==> src/att_cmd_pkg.sv <==
package att_cmd_pkg;

    // Register offsets on the command port
    localparam logic [7:0] OFF_SLOT_FIRST = 8'h02;
    localparam logic [7:0] OFF_SLOT_LAST  = 8'h08;
    localparam logic [7:0] OFF_RDBACK_HI  = 8'h0a;
    localparam logic [7:0] OFF_RDBACK_LO  = 8'h0c;
    localparam logic [7:0] OFF_STATUS     = 8'h0e;
    localparam logic [7:0] OFF_CMD        = 8'h10;
    localparam logic [7:0] OFF_ADDR       = 8'h12;

    // Reset values and limits
    localparam logic [6:0]  DEFAULT_TARGET = 7'h49;
    localparam logic [15:0] CMD_RESET      = 16'h0000;
    localparam logic [3:0]  MAX_BYTES      = 4'h8;

    // Field positions in status and address registers
    localparam int ST_BUSY     = 0;
    localparam int ST_PENDING  = 1;
    localparam int ST_NACK     = 2;
    localparam int ADDR_OWN    = 8;

    // Two-wire timing: quarter of a 100 kHz bit, rounded up to whole cycles
    localparam int CLK_FREQ_MHZ  = 25;
    localparam int QTR_PERIOD_NS = 2500;
    localparam int QTR_CYCLES    = (QTR_PERIOD_NS * CLK_FREQ_MHZ + 999) / 1000;
    localparam logic [5:0] QTR_LAST = 6'(QTR_CYCLES - 1);

    // Sizes
    localparam int SLOTS      = 4;
    localparam int RX_BYTES   = 4;
    localparam int FIFO_DEPTH = 8;

    // Command word layout
    typedef struct packed {
        logic [3:0] rdCount;
        logic [3:0] wrCount;
        logic [7:0] code;
    } cmd_word_t;

    // One queued transaction
    typedef struct packed {
        logic [1:0]  slot;
        logic [6:0]  target;
        cmd_word_t   cmd;
        logic [15:0] data;
    } txn_t;

    typedef enum logic [2:0] {S_IDLE, S_START, S_WRITE, S_READ, S_STOP} engine_state_t;

endpackage

==> src/txn_fifo.sv <==
`timescale 1ns/1ps
module txn_fifo #(
    parameter int WIDTH = 41,
    parameter int DEPTH = 8
) (
    // Clock and reset
    input  wire logic             clk,
    input  wire logic             reset_n,
    // Filling side
    input  wire logic             inValid,
    input  wire logic [WIDTH-1:0] inData,
    output logic                  inReady,
    // Draining side
    output logic                  outValid,
    output logic [WIDTH-1:0]      outData,
    input  wire logic             outReady
);
    localparam int AW = $clog2(DEPTH);

    logic [WIDTH-1:0] mem [DEPTH];
    logic [AW-1:0]    wrPtr_q, wrPtr_d, rdPtr_q, rdPtr_d;
    logic [AW:0]      count_q, count_d;
    logic             ready_q, ready_d;
    logic             doPush, doPop;

    // Pointer and level bookkeeping
    always_comb
    begin
        doPush  = inValid && ready_q;
        doPop   = outReady && (count_q != '0);
        wrPtr_d = doPush ? wrPtr_q + 1'b1 : wrPtr_q;
        rdPtr_d = doPop ? rdPtr_q + 1'b1 : rdPtr_q;
        count_d = count_q + (AW+1)'(doPush) - (AW+1)'(doPop);
        ready_d = (count_d != (AW+1)'(DEPTH));
    end

    always_ff @(posedge clk or negedge reset_n)
    begin
        if (!reset_n)
        begin
            wrPtr_q <= '0;
            rdPtr_q <= '0;
            count_q <= '0;
            ready_q <= 1'b1;
        end
        else
        begin
            wrPtr_q <= wrPtr_d;
            rdPtr_q <= rdPtr_d;
            count_q <= count_d;
            ready_q <= ready_d;
        end
    end

    // Storage, no reset needed
    always_ff @(posedge clk)
    begin
        if (doPush)
            mem[wrPtr_q] <= inData;
    end

    assign inReady  = ready_q;
    assign outValid = (count_q != '0);
    assign outData  = mem[rdPtr_q];

endmodule // txn_fifo

==> src/attenuator_i2c_command_port.sv <==
`timescale 1ns/1ps
module attenuator_i2c_command_port (
    // Clock and reset
    input  wire logic        clk,
    input  wire logic        reset_n,
    // Register port
    input  wire logic [7:0]  regAddr,
    input  wire logic        regWr,
    input  wire logic        regRd,
    input  wire logic [15:0] regWrData,
    output logic      [15:0] regRdData,
    output logic             portReady,
    // Per-slot two-wire pins, enable high pulls low
    input  wire logic [3:0]  sclIn,
    output logic      [3:0]  sclOut,
    output logic      [3:0]  sclOe,
    input  wire logic [3:0]  sdaIn,
    output logic      [3:0]  sdaOut,
    output logic      [3:0]  sdaOe
);
    localparam int TW = $bits(att_cmd_pkg::txn_t);

    att_cmd_pkg::cmd_word_t     cmdWord_q, cmdWord_d;
    att_cmd_pkg::txn_t          job_q, job_d, pushData, fifoData;
    att_cmd_pkg::engine_state_t state_q, state_d;
    logic [6:0]  target_q, target_d;
    logic        useOwn_q, useOwn_d, nack_q, nack_d, nackSet;
    logic [15:0] rdData_q, rdData_d;
    logic [7:0]  rx_q [att_cmd_pkg::RX_BYTES];
    logic [7:0]  rx_d [att_cmd_pkg::RX_BYTES];
    logic [7:0]  shift_q, shift_d;
    logic [5:0]  divCnt_q, divCnt_d;
    logic [1:0]  phase_q, phase_d;
    logic [3:0]  bitCnt_q, bitCnt_d, wLeft_q, wLeft_d, rLeft_q, rLeft_d;
    logic [2:0]  byteIdx_q, byteIdx_d, rxIdx_q, rxIdx_d;
    logic        rdHdr_q, rdHdr_d, lastAck_q, lastAck_d;
    logic [3:0]  sclOe_q, sclOe_d, sdaOe_q, sdaOe_d, lineZero_q;
    logic [3:0]  sclMeta_q, sclSync_q, sdaMeta_q, sdaSync_q;
    logic        isSlot, pushValid, fifoValid, pop, tickNow, adv, sclSel, sdaSel, sclLow, sdaLow;
    logic [3:0]  wCap, rCap;

    // Two-flop synchronisers, one per slot and line
    for (genvar i = 0; i < att_cmd_pkg::SLOTS; i++)
    begin : g_sync
        always_ff @(posedge clk or negedge reset_n)
        begin
            if (!reset_n)
            begin
                sclMeta_q[i] <= 1'b1;
                sclSync_q[i] <= 1'b1;
                sdaMeta_q[i] <= 1'b1;
                sdaSync_q[i] <= 1'b1;
            end
            else
            begin
                sclMeta_q[i] <= sclIn[i];
                sclSync_q[i] <= sclMeta_q[i];
                sdaMeta_q[i] <= sdaIn[i];
                sdaSync_q[i] <= sdaMeta_q[i];
            end
        end
    end

    // Slot decode and queue entry
    always_comb
    begin
        isSlot    = !regAddr[0] && regAddr >= att_cmd_pkg::OFF_SLOT_FIRST
                    && regAddr <= att_cmd_pkg::OFF_SLOT_LAST;
        pushValid = regWr && isSlot;
        pushData.slot   = 2'(regAddr[3:1] - 3'h1);
        pushData.target = useOwn_q ? target_q : att_cmd_pkg::DEFAULT_TARGET;
        pushData.cmd    = cmdWord_q;
        pushData.data   = regWrData;
    end

    txn_fifo #(.WIDTH(TW), .DEPTH(att_cmd_pkg::FIFO_DEPTH)) u_fifo (
        .clk      (clk),
        .reset_n  (reset_n),
        .inValid  (pushValid),
        .inData   (pushData),
        .inReady  (portReady),
        .outValid (fifoValid),
        .outData  (fifoData),
        .outReady (pop)
    );

    // Software registers and read mux
    always_comb
    begin
        cmdWord_d = cmdWord_q;
        target_d  = target_q;
        useOwn_d  = useOwn_q;
        rdData_d  = rdData_q;
        nack_d    = nackSet || (nack_q && !(regWr && regAddr == att_cmd_pkg::OFF_STATUS
                    && regWrData[att_cmd_pkg::ST_NACK]));
        if (regWr && regAddr == att_cmd_pkg::OFF_CMD)
            cmdWord_d = regWrData;
        if (regWr && regAddr == att_cmd_pkg::OFF_ADDR)
        begin
            target_d = regWrData[6:0];
            useOwn_d = regWrData[att_cmd_pkg::ADDR_OWN];
        end
        if (regRd)
        begin
            unique case (regAddr)
                att_cmd_pkg::OFF_RDBACK_HI: rdData_d = {rx_q[0], rx_q[1]};
                att_cmd_pkg::OFF_RDBACK_LO: rdData_d = {rx_q[2], rx_q[3]};
                att_cmd_pkg::OFF_STATUS:    rdData_d = {13'h0000, nack_q, fifoValid, state_q != att_cmd_pkg::S_IDLE};
                att_cmd_pkg::OFF_CMD:       rdData_d = cmdWord_q;
                att_cmd_pkg::OFF_ADDR:      rdData_d = {7'h00, useOwn_q, 1'b0, target_q};
                default:                    rdData_d = 16'h0000;
            endcase
        end
    end

    always_ff @(posedge clk or negedge reset_n)
    begin
        if (!reset_n)
        begin
            cmdWord_q <= att_cmd_pkg::CMD_RESET;
            target_q  <= att_cmd_pkg::DEFAULT_TARGET;
            useOwn_q  <= 1'b0;
            rdData_q  <= 16'h0000;
            nack_q    <= 1'b0;
        end
        else
        begin
            cmdWord_q <= cmdWord_d;
            target_q  <= target_d;
            useOwn_q  <= useOwn_d;
            rdData_q  <= rdData_d;
            nack_q    <= nack_d;
        end
    end

    // Byte sent at a given position of the write phase
    function automatic logic [7:0] writeByte(input logic [2:0] idx, input att_cmd_pkg::txn_t j);
        unique case (idx)
            3'h1:    writeByte = j.cmd.code;
            3'h2:    writeByte = j.data[15:8];
            3'h3:    writeByte = j.data[7:0];
            default: writeByte = 8'h00;
        endcase
    endfunction

    // Quarter-bit divider and transfer engine
    always_comb
    begin
        state_d = state_q;  phase_d = phase_q;  bitCnt_d = bitCnt_q;  byteIdx_d = byteIdx_q;
        wLeft_d = wLeft_q;  rLeft_d = rLeft_q;  shift_d = shift_q;    job_d = job_q;
        rdHdr_d = rdHdr_q;  rxIdx_d = rxIdx_q;  lastAck_d = lastAck_q;
        rx_d    = rx_q;
        nackSet = 1'b0;
        pop     = 1'b0;
        sclSel  = sclSync_q[job_q.slot];
        sdaSel  = sdaSync_q[job_q.slot];
        tickNow = (divCnt_q == att_cmd_pkg::QTR_LAST);
        divCnt_d = (state_q == att_cmd_pkg::S_IDLE || tickNow) ? 6'h00 : divCnt_q + 6'h01;
        adv     = tickNow && !(phase_q == 2'h2 && !sclSel); // wait out clock stretching
        wCap    = (fifoData.cmd.wrCount > att_cmd_pkg::MAX_BYTES) ? att_cmd_pkg::MAX_BYTES
                  : fifoData.cmd.wrCount;
        rCap    = (fifoData.cmd.rdCount > att_cmd_pkg::MAX_BYTES) ? att_cmd_pkg::MAX_BYTES
                  : fifoData.cmd.rdCount;
        if (adv)
            phase_d = phase_q + 2'h1;
        unique case (state_q)
            att_cmd_pkg::S_IDLE:
                if (fifoValid)
                begin
                    pop       = 1'b1;
                    job_d     = fifoData;
                    wLeft_d   = wCap;
                    rLeft_d   = (rCap >= 4'h2) ? rCap - 4'h1 : 4'h0;
                    rdHdr_d   = (wCap == 4'h0);
                    byteIdx_d = 3'h0;
                    rxIdx_d   = 3'h0;
                    phase_d   = 2'h0;
                    if (wCap != 4'h0 || rCap >= 4'h2)
                    begin
                        state_d = att_cmd_pkg::S_START;
                        for (int k = 0; k < att_cmd_pkg::RX_BYTES; k++)
                            rx_d[k] = 8'h00;
                    end
                end
            att_cmd_pkg::S_START:
                if (adv && phase_q == 2'h3)
                begin
                    state_d  = att_cmd_pkg::S_WRITE;
                    bitCnt_d = 4'h0;
                    shift_d  = {job_q.target, rdHdr_q};
                end
            att_cmd_pkg::S_WRITE:
                if (adv && phase_q == 2'h2 && bitCnt_q == 4'h8)
                    lastAck_d = sdaSel;
                else if (adv && phase_q == 2'h3)
                begin
                    bitCnt_d = bitCnt_q + 4'h1;
                    shift_d  = {shift_q[6:0], 1'b0};
                    if (bitCnt_q == 4'h8)
                    begin
                        bitCnt_d = 4'h0;
                        if (lastAck_q)
                        begin
                            nackSet = 1'b1;
                            state_d = att_cmd_pkg::S_STOP;
                        end
                        else if (rdHdr_q)
                            state_d = att_cmd_pkg::S_READ;
                        else
                        begin
                            wLeft_d   = wLeft_q - 4'h1;
                            byteIdx_d = byteIdx_q + 3'h1;
                            shift_d   = writeByte(byteIdx_q + 3'h1, job_q);
                            if (wLeft_q == 4'h1)
                            begin
                                rdHdr_d = 1'b1;
                                state_d = (rLeft_q != 4'h0) ? att_cmd_pkg::S_START : att_cmd_pkg::S_STOP;
                            end
                        end
                    end
                end
            att_cmd_pkg::S_READ:
                if (adv && phase_q == 2'h2 && bitCnt_q != 4'h8)
                    shift_d = {shift_q[6:0], sdaSel};
                else if (adv && phase_q == 2'h3)
                begin
                    bitCnt_d = bitCnt_q + 4'h1;
                    if (bitCnt_q == 4'h8)
                    begin
                        bitCnt_d = 4'h0;
                        if (rxIdx_q < 3'(att_cmd_pkg::RX_BYTES))
                            rx_d[rxIdx_q[1:0]] = shift_q;
                        rxIdx_d = rxIdx_q + 3'h1;
                        rLeft_d = rLeft_q - 4'h1;
                        if (rLeft_q == 4'h1)
                            state_d = att_cmd_pkg::S_STOP;
                    end
                end
            att_cmd_pkg::S_STOP:
                if (adv && phase_q == 2'h3)
                    state_d = att_cmd_pkg::S_IDLE;
            default:
                state_d = att_cmd_pkg::S_IDLE;
        endcase
        // Line levels for the active slot only
        unique case (state_q)
            att_cmd_pkg::S_START: begin sclLow = phase_q == 2'h3 || (phase_q == 2'h0 && rdHdr_q);
                                        sdaLow = phase_q[1]; end
            att_cmd_pkg::S_WRITE: begin sclLow = phase_q == 2'h0 || phase_q == 2'h3;
                                        sdaLow = bitCnt_q != 4'h8 && !shift_q[7]; end
            att_cmd_pkg::S_READ:  begin sclLow = phase_q == 2'h0 || phase_q == 2'h3;
                                        sdaLow = bitCnt_q == 4'h8 && rLeft_q > 4'h1; end
            att_cmd_pkg::S_STOP:  begin sclLow = phase_q == 2'h0;
                                        sdaLow = !phase_q[1]; end
            default:              begin sclLow = 1'b0;
                                        sdaLow = 1'b0; end
        endcase
        sclOe_d = {3'b000, sclLow} << job_q.slot;
        sdaOe_d = {3'b000, sdaLow} << job_q.slot;
    end

    always_ff @(posedge clk or negedge reset_n)
    begin
        if (!reset_n)
        begin
            state_q <= att_cmd_pkg::S_IDLE;  phase_q <= 2'h0;  bitCnt_q <= 4'h0;  byteIdx_q <= 3'h0;
            wLeft_q <= 4'h0;  rLeft_q <= 4'h0;  shift_q <= 8'h00;  job_q <= '0;
            rdHdr_q <= 1'b0;  rxIdx_q <= 3'h0;  lastAck_q <= 1'b0;  divCnt_q <= 6'h00;
            sclOe_q <= 4'h0;  sdaOe_q <= 4'h0;  lineZero_q <= 4'h0;
            for (int k = 0; k < att_cmd_pkg::RX_BYTES; k++)
                rx_q[k] <= 8'h00;
        end
        else
        begin
            state_q <= state_d;  phase_q <= phase_d;  bitCnt_q <= bitCnt_d;  byteIdx_q <= byteIdx_d;
            wLeft_q <= wLeft_d;  rLeft_q <= rLeft_d;  shift_q <= shift_d;  job_q <= job_d;
            rdHdr_q <= rdHdr_d;  rxIdx_q <= rxIdx_d;  lastAck_q <= lastAck_d;  divCnt_q <= divCnt_d;
            sclOe_q <= sclOe_d;  sdaOe_q <= sdaOe_d;  lineZero_q <= 4'h0;
            rx_q    <= rx_d;
        end
    end

    assign regRdData = rdData_q;
    assign sclOe     = sclOe_q;
    assign sdaOe     = sdaOe_q;
    assign sclOut    = lineZero_q;
    assign sdaOut    = lineZero_q;

    // Checks
    a_slot_isolation: assert property (@(posedge clk) disable iff (!reset_n)
        ((sclOe_q | sdaOe_q) & ~({3'b000, 1'b1} << $past(job_q.slot))) == 4'h0)
        else $error("Pins of an inactive slot driven");
    a_default_target: assert property (@(posedge clk) disable iff (!reset_n)
        pushValid && !useOwn_q |-> pushData.target == 7'h49)
        else $error("Default target not used");
    a_port_starts: assert property (@(posedge clk) disable iff (!reset_n)
        pushValid && portReady && !fifoValid && state_q == att_cmd_pkg::S_IDLE
        && (cmdWord_q.wrCount != 4'h0) |-> ##[1:3] state_q == att_cmd_pkg::S_START)
        else $error("Data port write did not start transfer");
    a_cmd_after_addr: assert property (@(posedge clk) disable iff (!reset_n)
        state_q == att_cmd_pkg::S_WRITE && byteIdx_q == 3'h1 && bitCnt_q == 4'h0 && !rdHdr_q
        |-> shift_q == job_q.cmd.code)
        else $error("Command byte not second");
    a_rdback_clear: assert property (@(posedge clk) disable iff (!reset_n)
        state_q == att_cmd_pkg::S_IDLE && state_d == att_cmd_pkg::S_START |=> rx_q[0] == 8'h00 && rx_q[3] == 8'h00)
        else $error("Read-back not overwritten");
    a_read_count: assert property (@(posedge clk) disable iff (!reset_n)
        state_q == att_cmd_pkg::S_READ |-> rLeft_q != 4'h0 && rLeft_q < 4'h8)
        else $error("Read count out of range");
    a_write_count: assert property (@(posedge clk) disable iff (!reset_n)
        state_q == att_cmd_pkg::S_WRITE && !rdHdr_q |-> wLeft_q != 4'h0 && wLeft_q <= 4'h8)
        else $error("Write count out of range");
    a_cmd_layout: assert property (@(posedge clk) disable iff (!reset_n)
        regWr && regAddr == att_cmd_pkg::OFF_CMD |=> cmdWord_q.rdCount == $past(regWrData[15:12])
        && cmdWord_q.wrCount == $past(regWrData[11:8]))
        else $error("Command word fields misplaced");
    a_read_header: assert property (@(posedge clk) disable iff (!reset_n)
        state_q == att_cmd_pkg::S_WRITE ##1 state_q == att_cmd_pkg::S_READ |-> rdHdr_q && rLeft_q != 4'h0)
        else $error("Read phase without read header");
    c_write_job: cover property (@(posedge clk) state_q == att_cmd_pkg::S_WRITE ##1 state_q == att_cmd_pkg::S_STOP);
    c_read_job: cover property (@(posedge clk) state_q == att_cmd_pkg::S_READ ##1 state_q == att_cmd_pkg::S_STOP);
    c_nack: cover property (@(posedge clk) nackSet);
    c_queue_full: cover property (@(posedge clk) !portReady);

endmodule // attenuator_i2c_command_port

==> config.mk <==
export PLATFORM = sky130hd
export DESIGN_NAME = attenuator_i2c_command_port
export DESIGN_NICKNAME = d
export VERILOG_FILES = /design/src/att_cmd_pkg.sv /design/src/txn_fifo.sv /design/src/attenuator_i2c_command_port.sv
export SDC_FILE = /design/constraint.sdc
export NUM_CORES = 1
export LEC_CHECK = 0
export ABC_AREA = 1
export BUFFER_PORTS_ARGS = -buffer_cell sky130_fd_sc_hd__buf_2
export CAP_MARGIN = 20
export CORE_MARGIN = 2
export CORE_UTILIZATION = 50
export CTS_BUF_LIST = sky130_fd_sc_hd__clkbuf_16
export CTS_CLUSTER_DIAMETER = 200
export DETAILED_ROUTE_END_ITERATION = 8
export PLACE_DENSITY = 0.66
export SLEW_MARGIN = 10
export SYNTH_ARGS = -nofsm -noshare
export SYNTH_HDL_FRONTEND = slang
export SYNTH_SLANG_ARGS = --single-unit
==> constraint.sdc <==
create_clock -name clk -period 6.2 [get_ports clk]
set_input_delay 1.24 -clock clk [delete_from_list [all_inputs] [get_ports clk]]
set_output_delay 1.24 -clock clk [all_outputs]
set_load 0.005 [all_outputs]
==> results.sh, run 1 <==
export IMPL_cts_max_path_buffers=3
export IMPL_wl_per_cell_um=20.4
export IMPL_clock_sinks=508
export IMPL_post_cts_resize_count=0
export IMPL_grt_max_degree=100
export IMPL_htreeDepth=2
export IMPL_grt_overflow=0
export IMPL_ant_nets=0
export IMPL_arrival_ps=4310
export IMPL_final_setup_tns_ps=0
export IMPL_fp_dieW_um=212
export IMPL_die_h_um=212
export IMPL_vias=14887
export IMPL_layout_common_cells="407 x nand2_1, 328 x edfxtp_1, 208 x nor2_1, 193 x o21ai_0, 158 x dfrtp_1"
export IMPL_synth_warning_count=0
export IMPL_postRouteWirelength_um=53100
export IMPL_area_growth_synth_to_final_pct=11.4
export IMPL_cts_tree="yes"
export IMPL_final_area_sq_mm=0.0240
export IMPL_synth_edf_count=328
export IMPL_drive_above_1_share_pct=11.7
export IMPL_finalSetupViolCount=0
export IMPL_via_per_inst=5.72
export IMPL_tightest_slew_ps=1100
export IMPL_report_final_slew_viol_count=0
export IMPL_antennaDiodeCount=0
export IMPL_gr_usage_met1_pct=35.1
export IMPL_min_path_type="register to register"
export IMPL_core_sq_mm=0.0428
export IMPL_use_met2_pct=38.8
export IMPL_finalCritPeriodShare_pct=61.3
export IMPL_syn_avg_cell_area_sq_um=10.9
export IMPL_grt_pass1_wl_um=83000
export IMPL_root_buffer="clkbuf_16"
export IMPL_top_usage_layer="met2"
export IMPL_hold_viol=0
export IMPL_post_cts_setup_buffers=0
export IMPL_postCtsHoldBufs=0
export IMPL_grt_pass1_vias=14124
export IMPL_placementRows=76
export IMPL_final_nets=2080
export IMPL_routabilityCongestion=0.894
export IMPL_required_ps=6710
export IMPL_grt_antenna_before_repair=2
export IMPL_start_util_pct=50.3
export IMPL_postPlaceCellArea_sq_mm=0.0223
export IMPL_hpwl_um=32500
export IMPL_run_status="finished clean"
export IMPL_finalCriticalPeriod_ps=3800
export IMPL_dr_pass1_iters=5
export IMPL_pwr_density_cell_mw_per_mm2=287
export IMPL_synth_flop_cell="edfxtp_1"
export IMPL_cts_buffers=51
export IMPL_leakagePower_uw=0.00966
export IMPL_rsz0062_at_grt="false"
export IMPL_irDropWorstVdd_mv=0.220
export IMPL_worstSetupPathType="register to register"
export IMPL_maxCapViolCount=0
export IMPL_synthCells=1970
export IMPL_portBuffers=60
export IMPL_die_area_sq_mm=0.0448
export IMPL_synth_seq_area_share_pct=66.7
export IMPL_num_fill_cells=3606
export IMPL_syn_area_sq_mm=0.0215
export IMPL_path_clk_slew_ps=60
export IMPL_ios=69
export IMPL_grt_usage_pct=24.3
export IMPL_synth_seq_cells=508
export IMPL_finClkSkew_ps=21.1
export IMPL_cp_max_fo=43
export IMPL_synthArstFlopShare_pct=35.4
export IMPL_first_iter_violations=1247
export IMPL_fmax_mhz=263
export IMPL_clkLatencyLatePin_ps=580
export IMPL_grtUsageMet3_pct=3.17
export IMPL_worstSetupEndpointType="register"
export IMPL_drc=0
export IMPL_worstSetupStartpointType="register"
export IMPL_ys_types=53
export IMPL_slew_limit_headroom_pct=26.1
export IMPL_final_common_cell="nand2_1"
-- synthesized netlist by cell type (2+ instances only) --
cell       count  area [sq um]
buf_2         21           105
o21ai_1       13          65.1
o21bai_1       2          15.0
or2_2          4          25.0
buf_4         14           105
xnor2_1        5          43.8
nand3_1      121           606
dfrtp_1      160          4000
o221ai_1      51           447
nand2_2        5          31.3
nand2_1      407          1530
ha_1          30           375
o21ai_0      193           966
buf_1          5          18.8
nor2_1       208           781
clkbuf_1      59           221
nor4_1         2          12.5
clkinv_1       2          7.51
nor2_2         5          31.3
inv_2         13          48.8
nor3_1        13          65.1
inv_1        137           514
a311oi_1       6          52.6
a21oi_1       20           100
nor2_4         4          45.0
buf_6          3          33.8
o22ai_1       24           150
o2111ai_1      2          17.5
mux2_2         8          90.1
o211ai_1      18           135
nand4_1       38           238
dfstp_2       20           526
nand3_2        5          50.1
edfxtp_1     328          9850
xor2_1         6          52.6
-- kinds of logic (layout without fill, tap and decap cells) --
group	after synthesis	count (layout)	synth area share, %
multiplexers	8	8	0.418
AO/OA/AOI/OAI	337	337	9.35
adder cells (fa/ha/maj)	31	31	1.84
AND/OR/NAND/NOR	820	820	16.3
other	1	8	0.0174
XOR/XNOR	11	11	0.447
flip-flops	508	508	66.7
buffers and inverters	254	333	4.90
-- registers in the layout, summed over array words and instances, names as in the netlist, 3 cells and up --
name / cells
divCnt_q: 6
byteIdx_q: 3
wLeft_q: 4
target_q: 7
u_fifo.mem: 328
sdaOe: 4
rxIdx_q: 3
state_q: 3
bitCnt_q: 4
rx_q: 32
sclOe: 4
cmdWord_q: 16
u_fifo.wrPtr_q: 3
shift_q: 8
sdaMeta_q: 4
sclMeta_q: 4
sdaSync_q: 4
job_q: 33
rLeft_q: 4
regRdData: 16
sclSync_q: 4
u_fifo.count_q: 4
u_fifo.rdPtr_q: 3
-- worst max-delay path, stage by stage (launching register included) --
cell and delay (ps):
dfrtp_2 780, clkinv_2 750, nand3_1 280, nand3_1 130
nand2_1 190, o211ai_1 170, ha_1 230, nor2_1 230
nand3_4 410, nand3_2 350, nand2_1 90, nand2_1 70
-- where the power goes --
part	switching, uW	total, uW	internal [uW]
sequential	36.7	3690	3650
clock	1270	3050	1770
combinational	112	162	50.1
total	1420	6890	5470
-- per-layer routing --
| metal | part of all wire, % | routed length [um] |
|---|---|---|
| met3 | 6.5 | 3430 |
| met5 | 0.023 | 12 |
| met1 | 44 | 23300 |
| met2 | 47 | 25200 |
| met4 | 2.3 | 1200 |
-- final cells by class --
type | instances | area, sq um | share of cell area (%)
flip-flops and latches | 508 | 14400 | 59.9
clock buffers | 52 | 1300 | 5.42
clock inverters | 44 | 372 | 1.55
multi-input cells | 1215 | 6180 | 25.8
repair buffers | 85 | 500 | 2.09
inverters | 152 | 574 | 2.39
well taps | 546 | 683 | 2.85
-- through the flow --
stage / hold WS (ps) / utilization, % / power (uW) / std cells / setup slack [ps]
after global routing: 358 / 56.1 / 7110 / 2602 / 2080
after detailed placement: 347 / 52.2 / 3920 / 2506 / 2270
final: 356 / 56.1 / 6890 / 2602 / 2400
after floorplan: 345 / - / 3820 / 1977 / 730
after global placement: 347 / 52.1 / 3910 / 2505 / 2330
after CTS: 356 / 56.1 / 6940 / 2602 / 2410
-- path summary, 6_finish.rpt --
path,startpoint,endpoint,slack (ps),cells past startpoint
min in group asynchronous,reset_n,sdaOe[0]$_DFF_PN0_,760,1
worst min-delay path,sdaMeta_q[1]$_DFF_PN1_,sdaSync_q[1]$_DFF_PN1_,360,0
worst max-delay path,u_fifo.rdPtr_q[1]$_DFFE_PN0P_,rx_q[12]$_DFFE_PN0P_,2400,11
worst max register to register,u_fifo.rdPtr_q[1]$_DFFE_PN0P_,rx_q[12]$_DFFE_PN0P_,2400,11
worst min register to register,sdaMeta_q[1]$_DFF_PN1_,sdaSync_q[1]$_DFF_PN1_,360,0
max in group asynchronous,reset_n,regRdData[13]$_DFFE_PN0P_,4210,2
(Power assumes the default switching activity.)
==> run 2, diff against run 1 <==
--- a/config.mk
+++ b/config.mk
@@ -13,7 +13,7 @@
 export CTS_BUF_LIST = sky130_fd_sc_hd__clkbuf_16
 export CTS_CLUSTER_DIAMETER = 200
 export DETAILED_ROUTE_END_ITERATION = 8
-export PLACE_DENSITY = 0.66
+export PLACE_DENSITY = 0.69
 export SLEW_MARGIN = 10
 export SYNTH_ARGS = -nofsm -noshare
 export SYNTH_HDL_FRONTEND = slang
==> constraint.sdc (replaced) <==
create_clock -name clk -period 3.09 [get_ports clk]
set_input_delay 0.618 -clock clk [delete_from_list [all_inputs] [get_ports clk]]
set_output_delay 0.618 -clock clk [all_outputs]
set_load 0.005 [all_outputs]
==> run 2 against run 1 <==
  * Combinational power is 120% higher
  * Critical endpoint is now state_q[1]$_DFFE_PN0P_
  * Via count up 1.9%
  * Fmax is 37% higher
  * Setup slack lost 2100 ps
  * Sequential share of layout area fell by 1.3 points
  * Global-route usage grew 0.58 points
  * Sequential power grew 100%
  * Clock power increased by 100%
  * Wire length rose by 1.6%
==> results.sh, run 2 (same netlist as run 1, synthesis figures left out) <==
export IMPL_rr_startpoint="u_fifo.rdPtr_q[0]$_DFFE_PN0P_"
export IMPL_postPlaceCellArea_sq_mm=0.0228
export IMPL_drive_above_1_share_pct=13.1
export IMPL_tightest_slew_ps=840
export IMPL_hold_viol=0
export IMPL_worstSetupStartpointType="register"
export IMPL_htreeDepth=2
export IMPL_die_area_sq_mm=0.0448
export IMPL_reg_top3="u_fifo.mem: 328 flops, job_q: 33 flops, rx_q: 32 flops"
export IMPL_grt_usage_pct=24.8
export IMPL_seq_area_sq_mm=0.0144
export IMPL_antennaDiodeCount=0
export IMPL_required_ps=3590
export IMPL_slew_limit_headroom_pct=44.0
export IMPL_clock_sinks=508
export IMPL_crit_chain="inv_4 -> buf_12 -> nand2_1 -> nand3_1 -> nand3_1 -> nand2_1 -> o211ai_1 -> ha_1 -> nor2_1 -> nand3_4 -> buf_4 -> nand2_1 -> nand2_1 -> o21ai_0"
export IMPL_start_util_pct=50.3
export IMPL_cts_max_path_buffers=3
export IMPL_maxCapViolCount=0
export IMPL_clkLatencyLatePin_ps=610
export IMPL_grt_max_degree=109
export IMPL_reg2reg_to="state_q[1]$_DFFE_PN0P_"
export IMPL_cp_max_fo=37
export IMPL_vias=15169
export IMPL_layout_common_cells="407 x nand2_1, 328 x edfxtp_1, 208 x nor2_1, 193 x o21ai_0, 158 x dfrtp_1"
export IMPL_cpMostUsedCell="nand2_1"
export IMPL_first_iter_violations=1438
export IMPL_fp_dieW_um=212
export IMPL_core_sq_mm=0.0428
export IMPL_ant_nets=0
export IMPL_pwr_density_cell_mw_per_mm2=569
export IMPL_postRouteWirelength_um=54000
export IMPL_num_fill_cells=3516
export IMPL_post_cts_resize_count=0
export IMPL_root_buffer="clkbuf_16"
export IMPL_placementRows=76
export IMPL_slowest_delay_ps=580
export IMPL_largest_reg_flops=328
export IMPL_final_setup_tns_ps=0
export IMPL_rsz0062_at_grt="false"
export IMPL_multi_input_area_sq_mm=0.00623
export IMPL_crit_slowest_cell="dfrtp_4"
export IMPL_cts_tree="yes"
export IMPL_worstSetupEndpointType="register"
export IMPL_report_final_slew_viol_count=0
export IMPL_min_path_type="input pin to async pin"
export IMPL_postCtsHoldBufs=0
export IMPL_finClkSkew_ps=16.3
export IMPL_final_nets=2110
export IMPL_post_cts_setup_buffers=0
export IMPL_dr_pass1_iters=5
export IMPL_fmax_mhz=361
export IMPL_finish_utilization_pct=57.3
export IMPL_r2r_setup_slack_ps=320
export IMPL_routabilityCongestion=0.853
export IMPL_regMostFlops="u_fifo.mem"
export IMPL_final_area_sq_mm=0.0245
export IMPL_finalCritPeriodShare_pct=89.6
export IMPL_drc=0
export IMPL_grt_pass1_vias=15085
export IMPL_run_status="finished clean"
export IMPL_arrival_ps=3270
export IMPL_die_h_um=212
export IMPL_finalCriticalPeriod_ps=2770
export IMPL_ios=69
export IMPL_r2r_cells=14
export IMPL_cts_buffers=51
export IMPL_hpwl_um=34100
export IMPL_area_growth_synth_to_final_pct=13.8
export IMPL_portBuffers=60
export IMPL_final_common_cell="nand2_1"
export IMPL_worstSetupPathType="register to register"
export IMPL_grt_overflow=0
export IMPL_finalSetupViolCount=0
export IMPL_grt_pass1_wl_um=85000
export IMPL_wl_per_cell_um=20.5
export IMPL_via_per_inst=5.76
export IMPL_leakagePower_uw=0.00988
export IMPL_path_clk_slew_ps=60
export IMPL_grt_antenna_before_repair=0
export IMPL_irDropWorstVdd_mv=0.495
==> run 2: changes by cell type in the layout (fill, tap and decap cells not counted), moves of 3 or more <==
cell / previous run / this run
buf_12: 0 / 18
clkinv_2: 8 / 13
nor3_4: 0 / 8
nor3_2: 9 / 1
clkinvlp_4: 6 / 3
clkinv_1: 7 / 10
buf_4: 24 / 37
inv_1: 153 / 146
==> run 2: worst max-delay path, delay by kind of cell, from the launching register on <==
| kind | cells | cell delay [ps] |
|---|---|---|
| AOI/OAI and AO/OA | 2 | 260 |
| DFF | 1 | 580 |
| buffers and inverters | 3 | 580 |
| and+or+nand+nor | 8 | 1010 |
| adders and majority gates | 1 | 230 |
==> run 2: worst max path at each step <==
stage                                  startpoint                          to  slack (ps)  cells after the start
floorplan                              regAddr[1]  u_fifo.mem[0][0]$_DFFE_PP_        -520                      6
global placement    u_fifo.rdPtr_q[0]$_DFFE_PN0P_         rx_q[8]$_DFFE_PN0P_         480                     14
detailed placement  u_fifo.rdPtr_q[0]$_DFFE_PN0P_      state_q[1]$_DFFE_PN0P_         370                     13
CTS                 u_fifo.rdPtr_q[0]$_DFFE_PN0P_      state_q[1]$_DFFE_PN0P_         340                     14
global route        u_fifo.rdPtr_q[0]$_DFFE_PN0P_      state_q[1]$_DFFE_PN0P_         130                     14
finish              u_fifo.rdPtr_q[0]$_DFFE_PN0P_      state_q[1]$_DFFE_PN0P_         320                     14
==> run 2: metal layers <==
layer	global-route usage, %	wire length [um]	vias to the layer above
met1	33.7	23200	7558
li1	-	-	6983
met4	8.40	1590	0
met5	0	0	-
met2	41.1	26100	519
met3	3.99	3180	109
==> run 2: where the power goes <==
part	total (uW)	switching, uW	internal (uW)	leakage, uW
logic	349	239	110	0.00370
clock network	6190	2640	3550	0.000871
registers	7400	84.3	7320	0.00532
total	13900	2970	11000	0.00988
==> run 2: through the flow <==
step                setup slack [ps]  cells  hold WS [ps]  power [uW]
floorplan                       -518   1977           322        7680
global route                     131   2632          48.7       14300
finish                           322   2632          18.0       13900
detailed placement               368   2536           347        7890
global placement                 482   2536           345        7870
CTS                              335   2632          15.4       14000
==> run 2: layout make-up <==
class	instances	area share (%)
Tap cell	546	2.79
Sequential cell	508	58.7
Timing Repair Buffer	115	3.86
Inverter	152	2.34
Multi-Input combinational cell	1215	25.4
Clock inverter	43	1.51
Clock buffer	53	5.41
